`config.mk`:
```
export PLATFORM = sky130hd
export DESIGN_NAME = adcsq_top
export DESIGN_NICKNAME = d
export VERILOG_FILES = /design/src/adcsq_pkg.sv /design/src/adcsq_top.sv /design/src/adcsq_prescale.sv /design/src/adcsq_conv.sv
export SDC_FILE = /design/constraint.sdc
export NUM_CORES = 1
export LEC_CHECK = 0
export BUFFER_PORTS_ARGS = -buffer_cell sky130_fd_sc_hd__buf_2
export CAP_MARGIN = 10
export CORE_MARGIN = 4
export CORE_UTILIZATION = 58
export DETAILED_ROUTE_END_ITERATION = 8
export PLACE_DENSITY = 0.89
export SYNTH_ARGS = -nofsm -noshare
export SYNTH_HDL_FRONTEND = slang
export SYNTH_SLANG_ARGS = --single-unit
export TNS_END_PERCENT = 5
```
`constraint.sdc`:
```
create_clock -name clock -period 3.2 [get_ports clock]
set_clock_uncertainty 0.15 [all_clocks]
set_input_delay 0.64 -clock clock [delete_from_list [all_inputs] [get_ports clock]]
set_output_delay 0.64 -clock clock [all_outputs]
set_load 0.02 [all_outputs]
```
`src/adcsq_pkg.sv`:
```
// package: register map, field positions, reset values and timing for the sequencer
package adcsq_pkg;
   localparam int unsigned CLK_HZ = 40_000_000;
   localparam logic [7:0] OFS_CTL2 = 8'h62;
   localparam logic [7:0] OFS_CTL4 = 8'h64;
   localparam logic [7:0] OFS_MODE = 8'h65;
   localparam logic [7:0] OFS_STAT0 = 8'h66;
   localparam logic [7:0] OFS_STAT1 = 8'h67;
   localparam logic [7:0] OFS_TEST = 8'h68;
   localparam logic [7:0] OFS_RES0 = 8'h70;
   localparam logic [7:0] OFS_RES_LAST = 8'h7e;
   localparam int MODE_LEN = 6;
   localparam int MODE_SCAN = 5;
   localparam int MODE_MULTICHANNEL_ENABLE = 4;
   localparam int CTL2_PWR = 7;
   localparam int CTL2_FFC = 6;
   localparam int CTL2_IRQE = 1;
   localparam int CTL2_IRQF = 0;
   localparam int STAT_SCF = 7;
   localparam logic [7:0] RST_CTL2 = 8'h00;
   localparam logic [7:0] RST_CTL4 = 8'h01;
   localparam logic [7:0] RST_MODE = 8'h00;
   localparam logic [7:0] MASK_CTL2 = 8'hc3;
   localparam logic [7:0] MASK_CTL4 = 8'h7f;
   localparam logic [7:0] MASK_MODE = 8'h7f;
   localparam logic [4:0] INIT_SAMPLE_CLKS = 5'h02;
   localparam logic [4:0] TRANSFER_CLKS = 5'h04;
   localparam logic [4:0] RESOLVE_CLKS = 5'h0a;
   localparam logic [4:0] SEL_VRH = 5'h10;
   localparam logic [4:0] SEL_VRL = 5'h11;
   localparam logic [4:0] SEL_MID = 5'h12;
   localparam logic [4:0] SEL_TEST = 5'h13;
   localparam logic [4:0] SEL_RSVD = 5'h1f;
   typedef enum logic [1:0] {ADCSQ_IDLE, ADCSQ_SAMPLE, ADCSQ_XFER, ADCSQ_RESOLVE} adcsq_phase_t;
endpackage

```
`src/adcsq_top.sv`:
```
// top: registers, sequencer, flags and result storage of the converter controller
// What this block does
// - a mode register write while powered up starts a new sequence with the new settings
// - a mode write during a sequence aborts it and clears all complete flags
// - length bit 0 gives four conversions, 1 gives eight
// - scan 0 runs one sequence, scan 1 repeats sequences forever
// - single-channel mode converts the one selected channel every time
// - multichannel mode converts consecutive channels, conversion k to result k
// - select 00xx inputs 0-3, 01xx inputs 4-7, 10xx reserved, 11xx references
// - multichannel ignores in-group select bits; single mode decodes all four
// - sequence flag sets at end of single sequence or first scan sequence
// - sequence flag clears on mode write, or first result read in fast clear
// - status shows the 3-bit counter of the next result register
// - each result flag sets on its conversion and holds until read clears
// - fast clear: result read clears; else a status read must come first
// - status registers read-only, writable in special mode
// - test register only in special mode, else reads zero, ignores writes
// - mode register is readable and writable at any time
// - with interrupt enable set, end of a single sequence or first scan sequence raises the interrupt flag
// - conversion is 2 sample, 4 transfer, 2/4/8/16 final, 10 resolution clocks
// - results stored left-justified unsigned at the counter's register
// - clearing power-up aborts the sequence; registers stay accessible
module adcsq_top #(
   parameter int NUM_INPUTS = 8
) (
   input wire logic clock,
   input wire logic reset_n,
   input wire logic special_mode,
   input wire logic [7:0] addr,
   input wire logic [7:0] wdata,
   input wire logic wr,
   input wire logic rd,
   output logic [7:0] rdata,
   input wire logic [7:0] analog_input [NUM_INPUTS],
   input wire logic [7:0] high_reference,
   input wire logic [7:0] low_reference,
   output logic [4:0] channel_sel,
   output logic sequence_irq
);
   logic [7:0] ctl2_ff;
   logic [7:0] ctl4_ff;
   logic [7:0] mode_ff;
   logic [7:0] test_ff;
   logic [7:0] result_ff [8];
   logic [7:0] ccf_ff;
   logic [7:0] stat_seen_ff;
   logic scf_ff;
   logic [2:0] cnt_ff;
   logic running_ff;
   logic first_done_ff;
   logic pending_ff;
   logic tick;
   logic conv_busy;
   logic conv_done;
   logic [7:0] conv_result;
   logic [7:0] sample;
   logic abort;
   logic mode_wr;
   logic is_res;
   logic [2:0] res_idx;
   logic res_rd;
   logic last_conv;
   logic [7:0] ccf_set;
   logic [7:0] ccf_clr;
   logic [4:0] nxt_sel;
   ///////////////////////////////////////////////////////////////////
   // decode helpers
   function automatic logic [4:0] chan_decode(input logic [7:0] mode, input logic [2:0] cnt);
      logic [3:0] s;
      s = mode[3:0];
      if (mode[adcsq_pkg::MODE_MULTICHANNEL_ENABLE]) begin
         if (mode[adcsq_pkg::MODE_LEN]) s = {s[3], cnt};
         else s = {s[3:2], cnt[1:0]};
      end
      case (s[3:2])
         2'b00: chan_decode = {3'b000, s[1:0]};
         2'b01: chan_decode = {3'b001, s[1:0]};
         2'b11: chan_decode = {3'b100, s[1:0]};
         default: chan_decode = adcsq_pkg::SEL_RSVD;
      endcase
   endfunction
   function automatic logic [7:0] pick_sample(input logic [4:0] sel, input logic [7:0] hi,
                                             input logic [7:0] lo, input logic [7:0] an);
      case (sel)
         adcsq_pkg::SEL_VRH: pick_sample = hi;
         adcsq_pkg::SEL_VRL: pick_sample = lo;
         adcsq_pkg::SEL_MID: pick_sample = 8'((9'(hi) + 9'(lo)) >> 1);
         adcsq_pkg::SEL_TEST: pick_sample = 8'h00;
         adcsq_pkg::SEL_RSVD: pick_sample = 8'h00;
         default: pick_sample = an;
      endcase
   endfunction
   ///////////////////////////////////////////////////////////////////
   // bus decode
   assign mode_wr = wr && (addr == adcsq_pkg::OFS_MODE);
   assign is_res = (addr >= adcsq_pkg::OFS_RES0) && (addr <= adcsq_pkg::OFS_RES_LAST) && !addr[0];
   assign res_idx = addr[3:1];
   assign res_rd = rd && is_res;
   assign abort = mode_wr || (wr && (addr == adcsq_pkg::OFS_CTL2 || addr == adcsq_pkg::OFS_CTL4))
                  || !ctl2_ff[adcsq_pkg::CTL2_PWR];
   assign last_conv = mode_ff[adcsq_pkg::MODE_LEN] ? (cnt_ff == 3'h7) : (cnt_ff == 3'h3);
   assign nxt_sel = chan_decode(mode_ff, cnt_ff);
   assign sample = pick_sample(nxt_sel, high_reference, low_reference,
                               analog_input[nxt_sel[2:0]]);
   ///////////////////////////////////////////////////////////////////
   // control registers
   always_ff @(posedge clock or negedge reset_n) begin
      if (!reset_n) begin
         ctl2_ff <= adcsq_pkg::RST_CTL2;
         ctl4_ff <= adcsq_pkg::RST_CTL4;
         mode_ff <= adcsq_pkg::RST_MODE;
         test_ff <= 8'h00;
      end else begin
         if (wr && addr == adcsq_pkg::OFS_CTL2) begin
            ctl2_ff[7:1] <= wdata[7:1] & adcsq_pkg::MASK_CTL2[7:1];
         end
         if (mode_wr) begin
            mode_ff <= wdata & adcsq_pkg::MASK_MODE;
         end
         if (wr && addr == adcsq_pkg::OFS_CTL4) begin
            ctl4_ff <= wdata & adcsq_pkg::MASK_CTL4;
         end
         if (wr && addr == adcsq_pkg::OFS_TEST && special_mode) begin
            test_ff <= wdata;
         end
         if (conv_done && last_conv && !first_done_ff && ctl2_ff[adcsq_pkg::CTL2_IRQE]) begin
            ctl2_ff[adcsq_pkg::CTL2_IRQF] <= 1'b1;
         end else if (mode_wr || (wr && addr == adcsq_pkg::OFS_CTL2)) begin
            ctl2_ff[adcsq_pkg::CTL2_IRQF] <= 1'b0;
         end
      end
   end
   ///////////////////////////////////////////////////////////////////
   // sequencer
   always_ff @(posedge clock or negedge reset_n) begin
      if (!reset_n) begin
         running_ff <= 1'b0;
         pending_ff <= 1'b0;
         cnt_ff <= 3'h0;
         first_done_ff <= 1'b0;
      end else if (abort) begin
         running_ff <= mode_wr && ctl2_ff[adcsq_pkg::CTL2_PWR];
         pending_ff <= mode_wr && ctl2_ff[adcsq_pkg::CTL2_PWR];
         cnt_ff <= 3'h0;
         first_done_ff <= 1'b0;
      end else if (running_ff) begin
         pending_ff <= 1'b0;
         if (conv_done) begin
            if (last_conv) begin
               cnt_ff <= 3'h0;
               first_done_ff <= 1'b1;
               running_ff <= mode_ff[adcsq_pkg::MODE_SCAN];
               pending_ff <= mode_ff[adcsq_pkg::MODE_SCAN];
            end else begin
               cnt_ff <= cnt_ff + 3'h1;
               pending_ff <= 1'b1;
            end
         end
      end
   end
   ///////////////////////////////////////////////////////////////////
   // results and flags
   always_comb begin
      ccf_set = 8'h00;
      ccf_clr = 8'h00;
      if (conv_done && !abort) ccf_set[cnt_ff] = 1'b1;
      if (res_rd && (ctl2_ff[adcsq_pkg::CTL2_FFC] || stat_seen_ff[res_idx])) begin
         ccf_clr[res_idx] = 1'b1;
      end
   end
   always_ff @(posedge clock or negedge reset_n) begin
      if (!reset_n) begin
         for (int i = 0; i < 8; i++) result_ff[i] <= 8'h00;
      end else if (conv_done && !abort) begin
         result_ff[cnt_ff] <= conv_result;
      end
   end
   always_ff @(posedge clock or negedge reset_n) begin
      if (!reset_n) begin
         ccf_ff <= 8'h00;
         stat_seen_ff <= 8'h00;
         scf_ff <= 1'b0;
      end else begin
         if (mode_wr) begin
            ccf_ff <= 8'h00;
            stat_seen_ff <= 8'h00;
         end else if (wr && special_mode && addr == adcsq_pkg::OFS_STAT1) begin
            ccf_ff <= wdata | ccf_set;
         end else begin
            ccf_ff <= (ccf_ff & ~ccf_clr) | ccf_set;
            if (rd && (addr == adcsq_pkg::OFS_STAT0 || addr == adcsq_pkg::OFS_STAT1)) begin
               stat_seen_ff <= ccf_ff;
            end else begin
               stat_seen_ff <= stat_seen_ff & ~ccf_clr;
            end
         end
         if (conv_done && last_conv && !first_done_ff && !abort) begin
            scf_ff <= 1'b1;
         end else if (mode_wr) begin
            scf_ff <= 1'b0;
         end else if (res_rd && ctl2_ff[adcsq_pkg::CTL2_FFC]) begin
            scf_ff <= 1'b0;
         end else if (wr && special_mode && addr == adcsq_pkg::OFS_STAT0) begin
            scf_ff <= wdata[adcsq_pkg::STAT_SCF];
         end
      end
   end
   ///////////////////////////////////////////////////////////////////
   // read data and outputs
   always_ff @(posedge clock or negedge reset_n) begin
      if (!reset_n) begin
         rdata <= 8'h00;
         channel_sel <= 5'h00;
         sequence_irq <= 1'b0;
      end else begin
         channel_sel <= nxt_sel;
         sequence_irq <= ctl2_ff[adcsq_pkg::CTL2_IRQF] && ctl2_ff[adcsq_pkg::CTL2_IRQE];
         rdata <= 8'h00;
         if (rd) begin
            if (is_res) rdata <= result_ff[res_idx];
            else begin
               case (addr)
                  adcsq_pkg::OFS_CTL2: rdata <= ctl2_ff;
                  adcsq_pkg::OFS_CTL4: rdata <= ctl4_ff;
                  adcsq_pkg::OFS_MODE: rdata <= mode_ff;
                  adcsq_pkg::OFS_STAT0: rdata <= {scf_ff, 4'h0, cnt_ff};
                  adcsq_pkg::OFS_STAT1: rdata <= ccf_ff;
                  adcsq_pkg::OFS_TEST: rdata <= special_mode ? test_ff : 8'h00;
                  default: rdata <= 8'h00;
               endcase
            end
         end
      end
   end
   ///////////////////////////////////////////////////////////////////
   // converter clock and conversion engine; is up to software
   adcsq_prescale u_pre (
      .clock(clock),
      .reset_n(reset_n),
      .enable(ctl2_ff[adcsq_pkg::CTL2_PWR]),
      .divide(ctl4_ff[4:0]),
      .tick(tick)
   );
   adcsq_conv u_conv (
      .clock(clock),
      .reset_n(reset_n),
      .tick(tick),
      .abort(abort),
      .start(pending_ff && running_ff && !conv_busy),
      .smp_sel(ctl4_ff[6:5]),
      .sample(sample),
      .busy(conv_busy),
      .done(conv_done),
      .result(conv_result)
   );
endmodule

```
`src/adcsq_prescale.sv`:
```
// converter clock tick generator from the peripheral clock
module adcsq_prescale (
   input wire logic clock,
   input wire logic reset_n,
   input wire logic enable,
   input wire logic [4:0] divide,
   output logic tick
);
   logic [4:0] cnt_ff;
   logic half_ff;
   ///////////////////////////////////////////////////////////////////
   // counts divide+1, then a divide by two gives one tick per period
   always_ff @(posedge clock or negedge reset_n) begin
      if (!reset_n) begin
         cnt_ff <= 5'h00;
         half_ff <= 1'b0;
         tick <= 1'b0;
      end else if (!enable) begin
         cnt_ff <= 5'h00;
         half_ff <= 1'b0;
         tick <= 1'b0;
      end else if (cnt_ff >= divide) begin
         cnt_ff <= 5'h00;
         half_ff <= ~half_ff;
         tick <= half_ff;
      end else begin
         cnt_ff <= cnt_ff + 5'h01;
         tick <= 1'b0;
      end
   end
endmodule

```
`src/adcsq_conv.sv`:
```
// one conversion: phase timing and channel sample capture
module adcsq_conv (
   input wire logic clock,
   input wire logic reset_n,
   input wire logic tick,
   input wire logic abort,
   input wire logic start,
   input wire logic [1:0] smp_sel,
   input wire logic [7:0] sample,
   output logic busy,
   output logic done,
   output logic [7:0] result
);
   adcsq_pkg::adcsq_phase_t phase_ff;
   logic [4:0] cnt_ff;
   logic [4:0] final_clks;
   always_comb begin
      final_clks = 5'h02 << smp_sel;
   end
   assign busy = (phase_ff != adcsq_pkg::ADCSQ_IDLE);
   ///////////////////////////////////////////////////////////////////
   // phases: initial sample, transfer, final sample, resolution
   always_ff @(posedge clock or negedge reset_n) begin
      if (!reset_n) begin
         phase_ff <= adcsq_pkg::ADCSQ_IDLE;
         cnt_ff <= 5'h00;
         done <= 1'b0;
         result <= 8'h00;
      end else begin
         done <= 1'b0;
         if (abort) begin
            phase_ff <= adcsq_pkg::ADCSQ_IDLE;
            cnt_ff <= 5'h00;
         end else begin
            case (phase_ff)
               adcsq_pkg::ADCSQ_IDLE: begin
                  if (start) begin
                     phase_ff <= adcsq_pkg::ADCSQ_SAMPLE;
                     cnt_ff <= adcsq_pkg::INIT_SAMPLE_CLKS;
                  end
               end
               adcsq_pkg::ADCSQ_SAMPLE: begin
                  if (tick) begin
                     cnt_ff <= cnt_ff - 5'h01;
                     if (cnt_ff == 5'h01) begin
                        phase_ff <= adcsq_pkg::ADCSQ_XFER;
                        cnt_ff <= adcsq_pkg::TRANSFER_CLKS + final_clks;
                        result <= sample;
                     end
                  end
               end
               adcsq_pkg::ADCSQ_XFER: begin
                  if (tick) begin
                     cnt_ff <= cnt_ff - 5'h01;
                     if (cnt_ff == 5'h01) begin
                        phase_ff <= adcsq_pkg::ADCSQ_RESOLVE;
                        cnt_ff <= adcsq_pkg::RESOLVE_CLKS;
                     end
                  end
               end
               adcsq_pkg::ADCSQ_RESOLVE: begin
                  if (tick) begin
                     cnt_ff <= cnt_ff - 5'h01;
                     if (cnt_ff == 5'h01) begin
                        phase_ff <= adcsq_pkg::ADCSQ_IDLE;
                        done <= 1'b1;
                     end
                  end
               end
               default: phase_ff <= adcsq_pkg::ADCSQ_IDLE;
            endcase
         end
      end
   end
endmodule

```
======== Word-level counts from Yosys, hierarchy flattened ========
Cells that the tools add are included.
storage, ports and cells
  register bits ........................... 150
  input bits .............................. 101
  output and inout bits ................... 14
operators by class
  magnitude comparators ................... 11
  shifts and indexed selects .............. 1
  bitwise logic cells ..................... 10
  equal/unequal tests ..................... 28
  reductions and logical operators ........ 52
  mux-type cells .......................... 79
  add/sub/neg operators ................... 5
operator list
  kind                                                                    number
  8-bit two-way mux                                                       15
  64-bit bitwise mux                                                      1
  8-bit binary-select mux with 3-bit select                               2
  8-bit by 7-bit equality test with 1-bit output (second input constant)  6
  8-bit one-hot mux with 6 select lines                                   1
  5-bit two-way mux                                                       9
  8-bit one-hot mux with 4 select lines                                   1
  1-bit two-way mux                                                       29
  1-bit logical AND                                                       27
  5-bit equality test (second input constant)                             5
  8-bit demux with 3-bit select                                           1
  5-bit one-hot mux with 4 select lines                                   1
  3-bit two-way mux                                                       6
  8-bit AND                                                               2
  2-bit two-way mux                                                       8
  8-bit bitwise OR                                                        2
  5-bit one-hot mux with 3 select lines                                   1
  4-bit >= comparator (second input constant)                             3
  3-bit by 2-bit != test with 1-bit output (second input constant)        4
  3-bit inverter with 4-bit output                                        3
  2-bit nonzero test                                                      5
  8-bit by 8-bit adder with 9-bit output                                  1
  3-bit != test (second input constant)                                   3
  8-bit by 7-bit >= comparator with 1-bit output (second input constant)  1
  31 further kinds                                                        49

======== Longest topological paths before layout ========
Gate-level depths: netlist of run 1.
  depth in word-level cells ............... 11
  gate-level depth with buffers ........... 13

======== Modules after synthesis ========
Synthesis of run 1 repeated with hierarchy kept, for this count alone.
second synthesis, totals
  cells, all modules ...................... 836
  area total of the unflattened synthesis .. 9009.9 µm²
by module, submodules not included
  module          cells an instance  times used  area an instance (µm²)
  adcsq_top       694                1           7485.9
  adcsq_conv      95                 1           1049.8
  adcsq_prescale  47                 1           474.2

======== Worst setup path before layout of run 1 ========
OpenSTA, ideal clock, no wires.
  path type ............................... reg-to-reg
  start point ............................. register mode_ff[4]
  end point ............................... register u_conv.result[6]
  cell stages (with the launch flop) ...... 13
  arrival ................................. 2.579 ns
  clock period less this slack ............ 2.850 ns
  data required time ...................... 2.929 ns
  setup time .............................. 0.121 ns
  slack ................................... 0.350 ns
  path buffers ............................ 2
  path through ............................ dfrtp_1 -> buf_4 -> nand2_1 -> mux2i_1 -> inv_1 -> ha_1 -> or3_1 -> nand2_1 -> buf_4 -> mux2i_1 -> o22ai_1 -> a311o_1 -> o22a_1
between the ends
  word-level cells in the longest chain between the ends .. 8
  elaborated cells between the ends (all ways) .. 16
  those cells by class .................... eq/ne: 7; mux: 6; bitwise: 1; reduce/logical: 2
ends and longest elaborated chain
  element                                                 RTL line          source
  start: declaration                                      adcsq_top.sv:42   logic [7:0] mode_ff;
  start signal: assignment                                adcsq_top.sv:111  mode_ff <= adcsq_pkg::RST_MODE;
  start signal: assignment                                adcsq_top.sv:118  mode_ff <= wdata & adcsq_pkg::MASK_MODE;
  3-bit two-way mux *                                     adcsq_top.sv:71   if (mode[adcsq_pkg::MODE_MULTICHANNEL_ENABLE]) begin
  2-bit equality test, or another cell as far along       adcsq_top.sv:75   case (s[3:2])
  5-bit one-hot mux with 3 select lines *                 adcsq_top.sv:75
  3-bit inverter with 4-bit output (not written as such)  adcsq_top.sv:104  analog_input[nxt_sel[2:0]]);
  8-bit binary-select mux with 3-bit select               adcsq_top.sv:104
  8-bit two-way mux (not written as such) (2 in series)   adcsq_top.sv:104
  8-bit one-hot mux with 4 select lines *                 adcsq_top.sv:84   case (sel)
  end signal: assignment                                  adcsq_conv.sv:48  result <= sample;
  end: declaration                                        adcsq_conv.sv:12  output logic [7:0] result
Every way passes the cells marked *; elsewhere a longest branch is shown, timed or not. The select of a mux whose other input is x is not followed.
A chain may end at the register's enable or synchronous reset.

======== Worst setup path in the final report of run 1 ========
  start point ............................. register mode_ff[6]
  end point ............................... register u_conv.result[4]
between the ends
  word-level cells in the longest chain between the ends .. 9
  elaborated cells between the ends (all ways) .. 17
  those cells by class .................... eq/ne: 7; mux: 7; bitwise: 1; reduce/logical: 2
ends and longest elaborated chain
  element                                                 RTL line          source
  3-bit two-way mux *                                     adcsq_top.sv:72   if (mode[adcsq_pkg::MODE_LEN]) s = {s[3], cnt};
  3-bit two-way mux *                                     adcsq_top.sv:71
  2-bit equality test, or another cell as far along       adcsq_top.sv:75
  5-bit one-hot mux with 3 select lines *                 adcsq_top.sv:75
  3-bit inverter with 4-bit output (not written as such)  adcsq_top.sv:104
  8-bit binary-select mux with 3-bit select               adcsq_top.sv:104
  8-bit two-way mux (not written as such) (2 in series)   adcsq_top.sv:104
  8-bit one-hot mux with 4 select lines *                 adcsq_top.sv:84
Marks and branches as above.

==> impl_metrics.yaml, run 1 <==
pwr:
  pwr_density_cell_nw_per_um2: 439
  p_leak_nw: 4.86
  irDropWorstVdd_mv: 0.372
critical_path:
  cpPeakStageDelay_ns: 0.42
  critical_path.top_delay_family: "compound AO/OA/AOI/OAI gates"
  required_ns: 3.33
  path_cells: "nand2_1, mux2i_4, inv_1, ha_1, nor3_4, o31ai_2, buf_4, a221oi_1, nand3_1, a31oi_1, a31oi_1"
  critical-path-top-cell-by-count: "a31oi_1"
  cp_num_buf_inv: 2
  worstPathMaxFanout: 8
  arrival_ns: 3.06
  slowest_stage_cell_on_the_critical_path: "dfrtp_1"
  setup.worst_path.class: "register to register"
  cp-start-kind: "register"
  timing.critical_path.to_type: "register"
job:
  timing.max_cap.violations: 0
clock_tree:
  cts.reportedPaths.clkPinSlew_ns: 0.06
  clock-root-buffer: "clkbuf_16"
  cts_htree_levels: 4
  numCtsBuffers: 17
  tritoncts: "yes"
  cts.sink_count: 150
  cts_max_path_buffers: 2
  worst_skew_pair.late_latency_ns: 0.44
placed_design:
  pre_cts_slack_ns: 0.0304
  gp_congestion: 0.952
  place.detailed.instances: 1123
  detailed_place_hpwl_mm: 17.9
  port_buffers: 114
  postPlaceCellArea_um2: 9430
sta:
  slew_violations: 0
  min_period_ns: 2.93
  period_share: 0.917
  fmax_mhz: 341
  finalSetupViolCount: 0
  worst_hold_margin_ns: 0.0777
  worst_slew_pin_slew_ns: 0.712
  report.final.hold_viol_count: 0
  relSlewSlack: 0.524
  setup_slack_ns: 0.265
run_status:
  outcome: "finished, final reports clean"
grt:
  grt_pass1_wl_mm: 40.7
  grt_util_all_layers: 0.312
  grt_start_max_net_pins: 76
  grt_antenna_before_repair: 0
  global_route.overflow_total: 0
  first_global_vias: 7824
drt:
  routedWlPerCell_um: 22.0
  drtPass1Iterations: 8
  drt.antenna.violating_nets: 0
  detail_route_met2_wl_mm: 12.1
  remaining_drc_errors: 0
  post_drt_via_cell_ratio: 6.54
  drc_violation_total_after_the_first_tritonroute_iteration: 891
  route.layer.met1.wl_mm: 9.83
  wirelength_mm: 25.4
  top_layer_used: "met4"
  route.vias.total: 7564
  dr_wl_met3_mm: 2.36
synthesis:
  ys_seq_area_frac: 0.438
  postSynthRegisterBits: 150
  post-synth-top-area-cell: "dfrtp_1"
  syn-instance-count: 835
  synthesis.nets: 964
  number_of_enable_type_register_cells_in_the_synthesized_netlist: 0
  yosys_warnings: 0
  yosysUniqueCellTypes: 76
  yosys-top-cells-area: "dfrtp_1 43%, mux2_2 12%, nand2_1 4.6%"
  synthesis.area_um2: 8580
  synth.top_cell.area_share: 0.435
  postSynth.asyncResetShare: 1.00
  synth-main-ff-cell: "dfrtp_1"
  postSynthAreaPerCell_um2: 10.3
cells_and_area:
  num_antenna_cells: 0
  drive_above_1_share: 0.302
  finish.cell_count_without_fillers: 1156
  sequential_cell_area_um2: 3750
  fin_util: 0.692
  design_area_um2: 10100
  multiInputGateArea_um2: 4570
  syn_to_final_growth_pct: 17.2
  nFillCells: 1074
  nets: 1088
floorplan:
  initial_utilization: 0.590
  fp.dieW_um: 130
  rows: 44
  die_height_um: 130
  num_io_pins: 115
  floorplan.die_area_um2: 16800
  core_um2: 14500
hold_path:
  hold_path.class: "primary input to asynchronous set/reset pin"
power by group:
part	leakage (nW)	switching, W	internal (W)
clock network	0.263	0.000830	0.00115
logic	2.54	0.000298	0.000191
registers	2.06	0.0000252	0.00192
final timing paths:
path	from	to	slack, ns	cells after the start
worst max-delay path	mode_ff[6]$_DFFE_PN0N_	u_conv.result[4]$_DFFE_PN0P_	0.27	11
worst min-delay path	reset_n	result_ff[63]$_DFFE_PN0P_	0.08	1
worst max register to register	mode_ff[6]$_DFFE_PN0N_	u_conv.result[4]$_DFFE_PN0P_	0.27	11
worst min register to register	u_pre.cnt_ff[0]$_DFF_PN0_	u_pre.cnt_ff[0]$_DFF_PN0_	0.34	1
max in group asynchronous	reset_n	result_ff[10]$_DFFE_PN0P_	1.96	2
min in group clock	u_pre.cnt_ff[0]$_DFF_PN0_	u_pre.cnt_ff[0]$_DFF_PN0_	0.34	1
cells by family (layout without fill, tap and decap cells):
group | after synthesis | count (layout) | share of synthesized area
buffers and inverters | 61 | 198 | 0.0334
flip-flops | 150 | 150 | 0.438
AO/OA/AOI/OAI | 191 | 191 | 0.153
adder cells (fa/ha/maj) | 28 | 28 | 0.0417
XOR/XNOR | 9 | 9 | 0.00919
AND/OR/NAND/NOR | 267 | 267 | 0.157
multiplexers | 129 | 129 | 0.168
worst reg2reg max path: stages, from the launching register on:
cell      delay (ns)
dfrtp_1         0.42
nand2_1         0.14
mux2i_4         0.28
inv_1           0.09
ha_1            0.27
nor3_4          0.20
o31ai_2         0.17
buf_4           0.21
a221oi_1        0.36
nand3_1         0.14
a31oi_1         0.23
a31oi_1         0.11
area by class of cell:
cell class,instances,share of cell area
Sequential cell,150,0.373
Inverter,24,0.00896
Tap cell,184,0.0229
Clock inverter,15,0.0157
Multi-Input combinational cell,624,0.455
Timing Repair Buffer,142,0.0820
Clock buffer,17,0.0423
Yosys cell counts, types with 7 or more instances:
master    count
ha_1         27
o21ai_0      33
buf_2        16
clkbuf_1     11
o22ai_1       9
dfrtp_1     149
and3_1        7
a31oi_1      19
a21o_1        9
mux2i_1      34
buf_4         8
nor3_1       12
nand2b_1     10
mux2_2       90
a221oi_1     13
inv_1        23
a22oi_1      11
a21oi_1      36
or4_1         7
nand3_1      27
nor2_1       56
nand2_1     106
layout by cell type (no fill, tap or decap), drive strengths merged, types with 4 or more instances in the layout:
master,instances
a31oi,19
and3,7
xnor2,4
o211ai,6
clkbuf,17
nor3,15
ha,27
o21a,4
nand2,107
mux2i,36
or4,7
clkinv,6
a22oi,11
clkinvlp,7
a41o,4
inv,24
a21o,9
o21ai,35
nand4,6
nand3,27
o22a,6
or2,4
mux2,91
o22ai,9
a21oi,36
nand2b,10
a22o,6
dfrtp,149
a221oi,14
nor2,57
xor2,5
nor3b,5
buf,142
nor2b,6
metrics by stage:
stage | TNS (ns) | power (W)
final | 0 | 0.00441
after global routing | -0.00596 | 0.00456
after CTS | 0 | 0.00441
after detailed placement | 0 | 0.00245
after global placement | 0 | 0.00244
after floorplan | 0 | 0.00223
per-layer routing:
layer	GRT usage	up-vias
li1	-	3342
met1	0.394	3605
met2	0.507	515
met3	0.0775	102
met4	0.147	0
met5	0	-
registers in the layout, indices dropped and copies added, names as in the netlist:
| register | flops |
|---|---|
| rdata | 8 |
| first_done_ff | 1 |
| test_ff | 8 |
| u_conv.phase_ff | 2 |
| ctl2_ff | 4 |
| u_pre.half_ff | 1 |
| u_pre.tick | 1 |
| u_conv.done | 1 |
| ccf_ff | 8 |
| ctl4_ff | 7 |
| result_ff | 64 |
| channel_sel | 5 |
| u_pre.cnt_ff | 5 |
| mode_ff | 7 |
| sequence_irq | 1 |
| u_conv.result | 8 |
| running_ff | 1 |
| u_conv.cnt_ff | 5 |
| pending_ff | 1 |
| scf_ff | 1 |
| cnt_ff | 3 |
| stat_seen_ff | 8 |
timing repair:
item	in CTS	in global routing
resized for setup	1	5
pin swaps	0	1
setup buffers	0	1
endpoints found under the setup margin	1	8
hold buffers	0	0
Power figures use the tool's default switching activity.
==> run 2: changes to the inputs <==
Settings changed: PLACE_DENSITY 0.89 to default, PLACE_DENSITY_LB_ADDON from default to 0.05.
==> run 2 against run 1 <==
Combinational power fell by 4.9%; maximum frequency fell by 2.8%; cell count rose by 0.17%; via count fell by 2.8%; setup slack got worse by 0.083 ns; first-iteration DRC count fell by 22%; clock power rose by 9%; routed wire length fell by 4.0%; design area rose by 0.26%; utilization rose by 0.18 points; non-clock buffer count rose by 2.
==> impl_metrics.yaml, run 2 (synthesis results as in run 1) <==
sta:
  slew_violations: 0
  fmax_mhz: 331
  min_period_ns: 3.02
  rsz_0062_raised_after_global_routing: "false"
  period_share: 0.943
  totalNegativeSetupSlack_ns: 0
  report.final.hold_viol_count: 0
  finalSetupViolCount: 0
  worst_slew_pin_slew_ns: 0.756
  relSlewSlack: 0.493
grt:
  grt_pass1_wl_mm: 38.2
  grt_start_max_net_pins: 63
  grt_util_all_layers: 0.296
  global_route.overflow_total: 0
  first_global_vias: 7167
  grt_antenna_before_repair: 0
placed_design:
  gp_congestion: 0.958
  place.detailed.instances: 1126
  postPlaceCellArea_um2: 9440
  port_buffers: 114
  detailed_place_hpwl_mm: 17.8
cells_and_area:
  syn_to_final_growth_pct: 17.5
  registers.top_by_ff_count: "result_ff"
  final_cell_mix: "149 x dfrtp_1, 113 x buf_2, 105 x nand2_1"
  design_area_um2: 10100
  drive_above_1_share: 0.302
  nFillCells: 1109
  finish.cell_count_without_fillers: 1158
  nets: 1090
  max_ffs_per_register: 64
  num_antenna_cells: 0
  final_common_cell: "dfrtp_1"
drt:
  drc_violation_total_after_the_first_tritonroute_iteration: 693
  routedWlPerCell_um: 21.1
  drtPass1Iterations: 5
  route.vias.total: 7351
  remaining_drc_errors: 0
  wirelength_mm: 24.4
  drt.antenna.violating_nets: 0
  post_drt_via_cell_ratio: 6.35
critical_path:
  required_ns: 3.37
  timing.critical_path.to_type: "register"
  cp-start-kind: "register"
  arrival_ns: 3.19
  setup.worst_path.class: "register to register"
  worstPathMaxFanout: 6
pwr:
  irDropWorstVdd_mv: 0.409
  pwr_density_cell_nw_per_um2: 453
  p_leak_nw: 4.90
floorplan:
  die_height_um: 130
  num_io_pins: 115
  initial_utilization: 0.590
  fp.dieW_um: 130
  floorplan.die_area_um2: 16800
  core_um2: 14500
  rows: 44
clock_tree:
  tritoncts: "yes"
  worst_skew_pair.late_latency_ns: 0.43
  clock-root-buffer: "clkbuf_16"
  cts.reportedPaths.clkPinSlew_ns: 0.06
  cts.sink_count: 150
  cts_max_path_buffers: 2
  numCtsBuffers: 17
  cts_htree_levels: 4
job:
  timing.max_cap.violations: 0
hold_path:
  hold_path.class: "primary input to asynchronous set/reset pin"
run_status:
  outcome: "finished, final reports clean"
-- run 2: changes by cell type in the layout (fill, tap and decap cells not counted), sizes merged --
cell	change
bufinv	+2
clkinv	-2
buf	+2
clkbuf	+1
clkinvlp	-4
inv	+3
-- run 2: path summary, 6_finish.rpt --
kind | startpoint | to | slack, ns | cells past startpoint
setup / recovery | mode_ff[6]$_DFFE_PN0N_ | u_conv.result[6]$_DFFE_PN0P_ | 0.18 | 10
hold / removal | reset_n | u_conv.cnt_ff[1]$_DFFE_PN0P_ | 0.03 | 1
setup reg to reg | mode_ff[6]$_DFFE_PN0N_ | u_conv.result[6]$_DFFE_PN0P_ | 0.18 | 10
hold reg to reg | u_pre.cnt_ff[0]$_DFF_PN0_ | u_pre.cnt_ff[0]$_DFF_PN0_ | 0.34 | 1
max in group asynchronous | reset_n | result_ff[50]$_DFFE_PN0P_ | 2.02 | 2
min in group clock | wdata[2] | mode_ff[2]$_DFFE_PN0N_ | 0.34 | 3
-- run 2: final cells by class --
cell class	count	area [um^2]	share of cell area
clock buffers	18	439	0.0436
clock inverters	14	196	0.0195
inverters	24	90.1	0.00894
multi-input cells	624	4540	0.451
flip-flops and latches	150	3750	0.373
well taps	184	230	0.0228
repair buffers	144	827	0.0821
-- run 2: critical path: stages, from the launching register on --
cell and delay (ns):
dfrtp_1 0.43, nand2_1 0.10, mux2i_1 0.31, inv_1 0.11, ha_1 0.26, or3_1 0.47
nand2_2 0.20, mux2i_1 0.25, o211ai_1 0.11, a311o_1 0.36, o22a_1 0.15
-- run 2: repair_timing --
action                     CTS  global route
buffers inserted             0             0
setup endpoints to repair    0             6
gates resized for setup      0             1
hold endpoints to repair     0             0
hold buffers                 0             0
-- run 2: stage by stage --
stage / utilization / setup slack, ns / hold slack, ns / power (W)
final: 0.694 / 0.182 / 0.0297 / 0.00456
after global routing: 0.694 / 0.00712 / 0.0845 / 0.00471
after CTS: 0.693 / 0.0891 / 0.0637 / 0.00458
after detailed placement: 0.650 / 0.0909 / 0.337 / 0.00244
after global placement: 0.650 / 0.273 / 0.332 / 0.00243
after floorplan: - / 0.350 / 0.194 / 0.00223
-- run 2: metal layers --
layer  GRT usage  routed length [um]
met1       0.404               10300
met2       0.474               11700
met3      0.0598                1750
met4       0.104                 660
met5           0                   0
-- run 2: where the power goes --
part           switching [W]  internal (W)
Sequential         0.0000232       0.00192
Clock               0.000820       0.00133
Combinational       0.000282      0.000183
Total                0.00113       0.00344
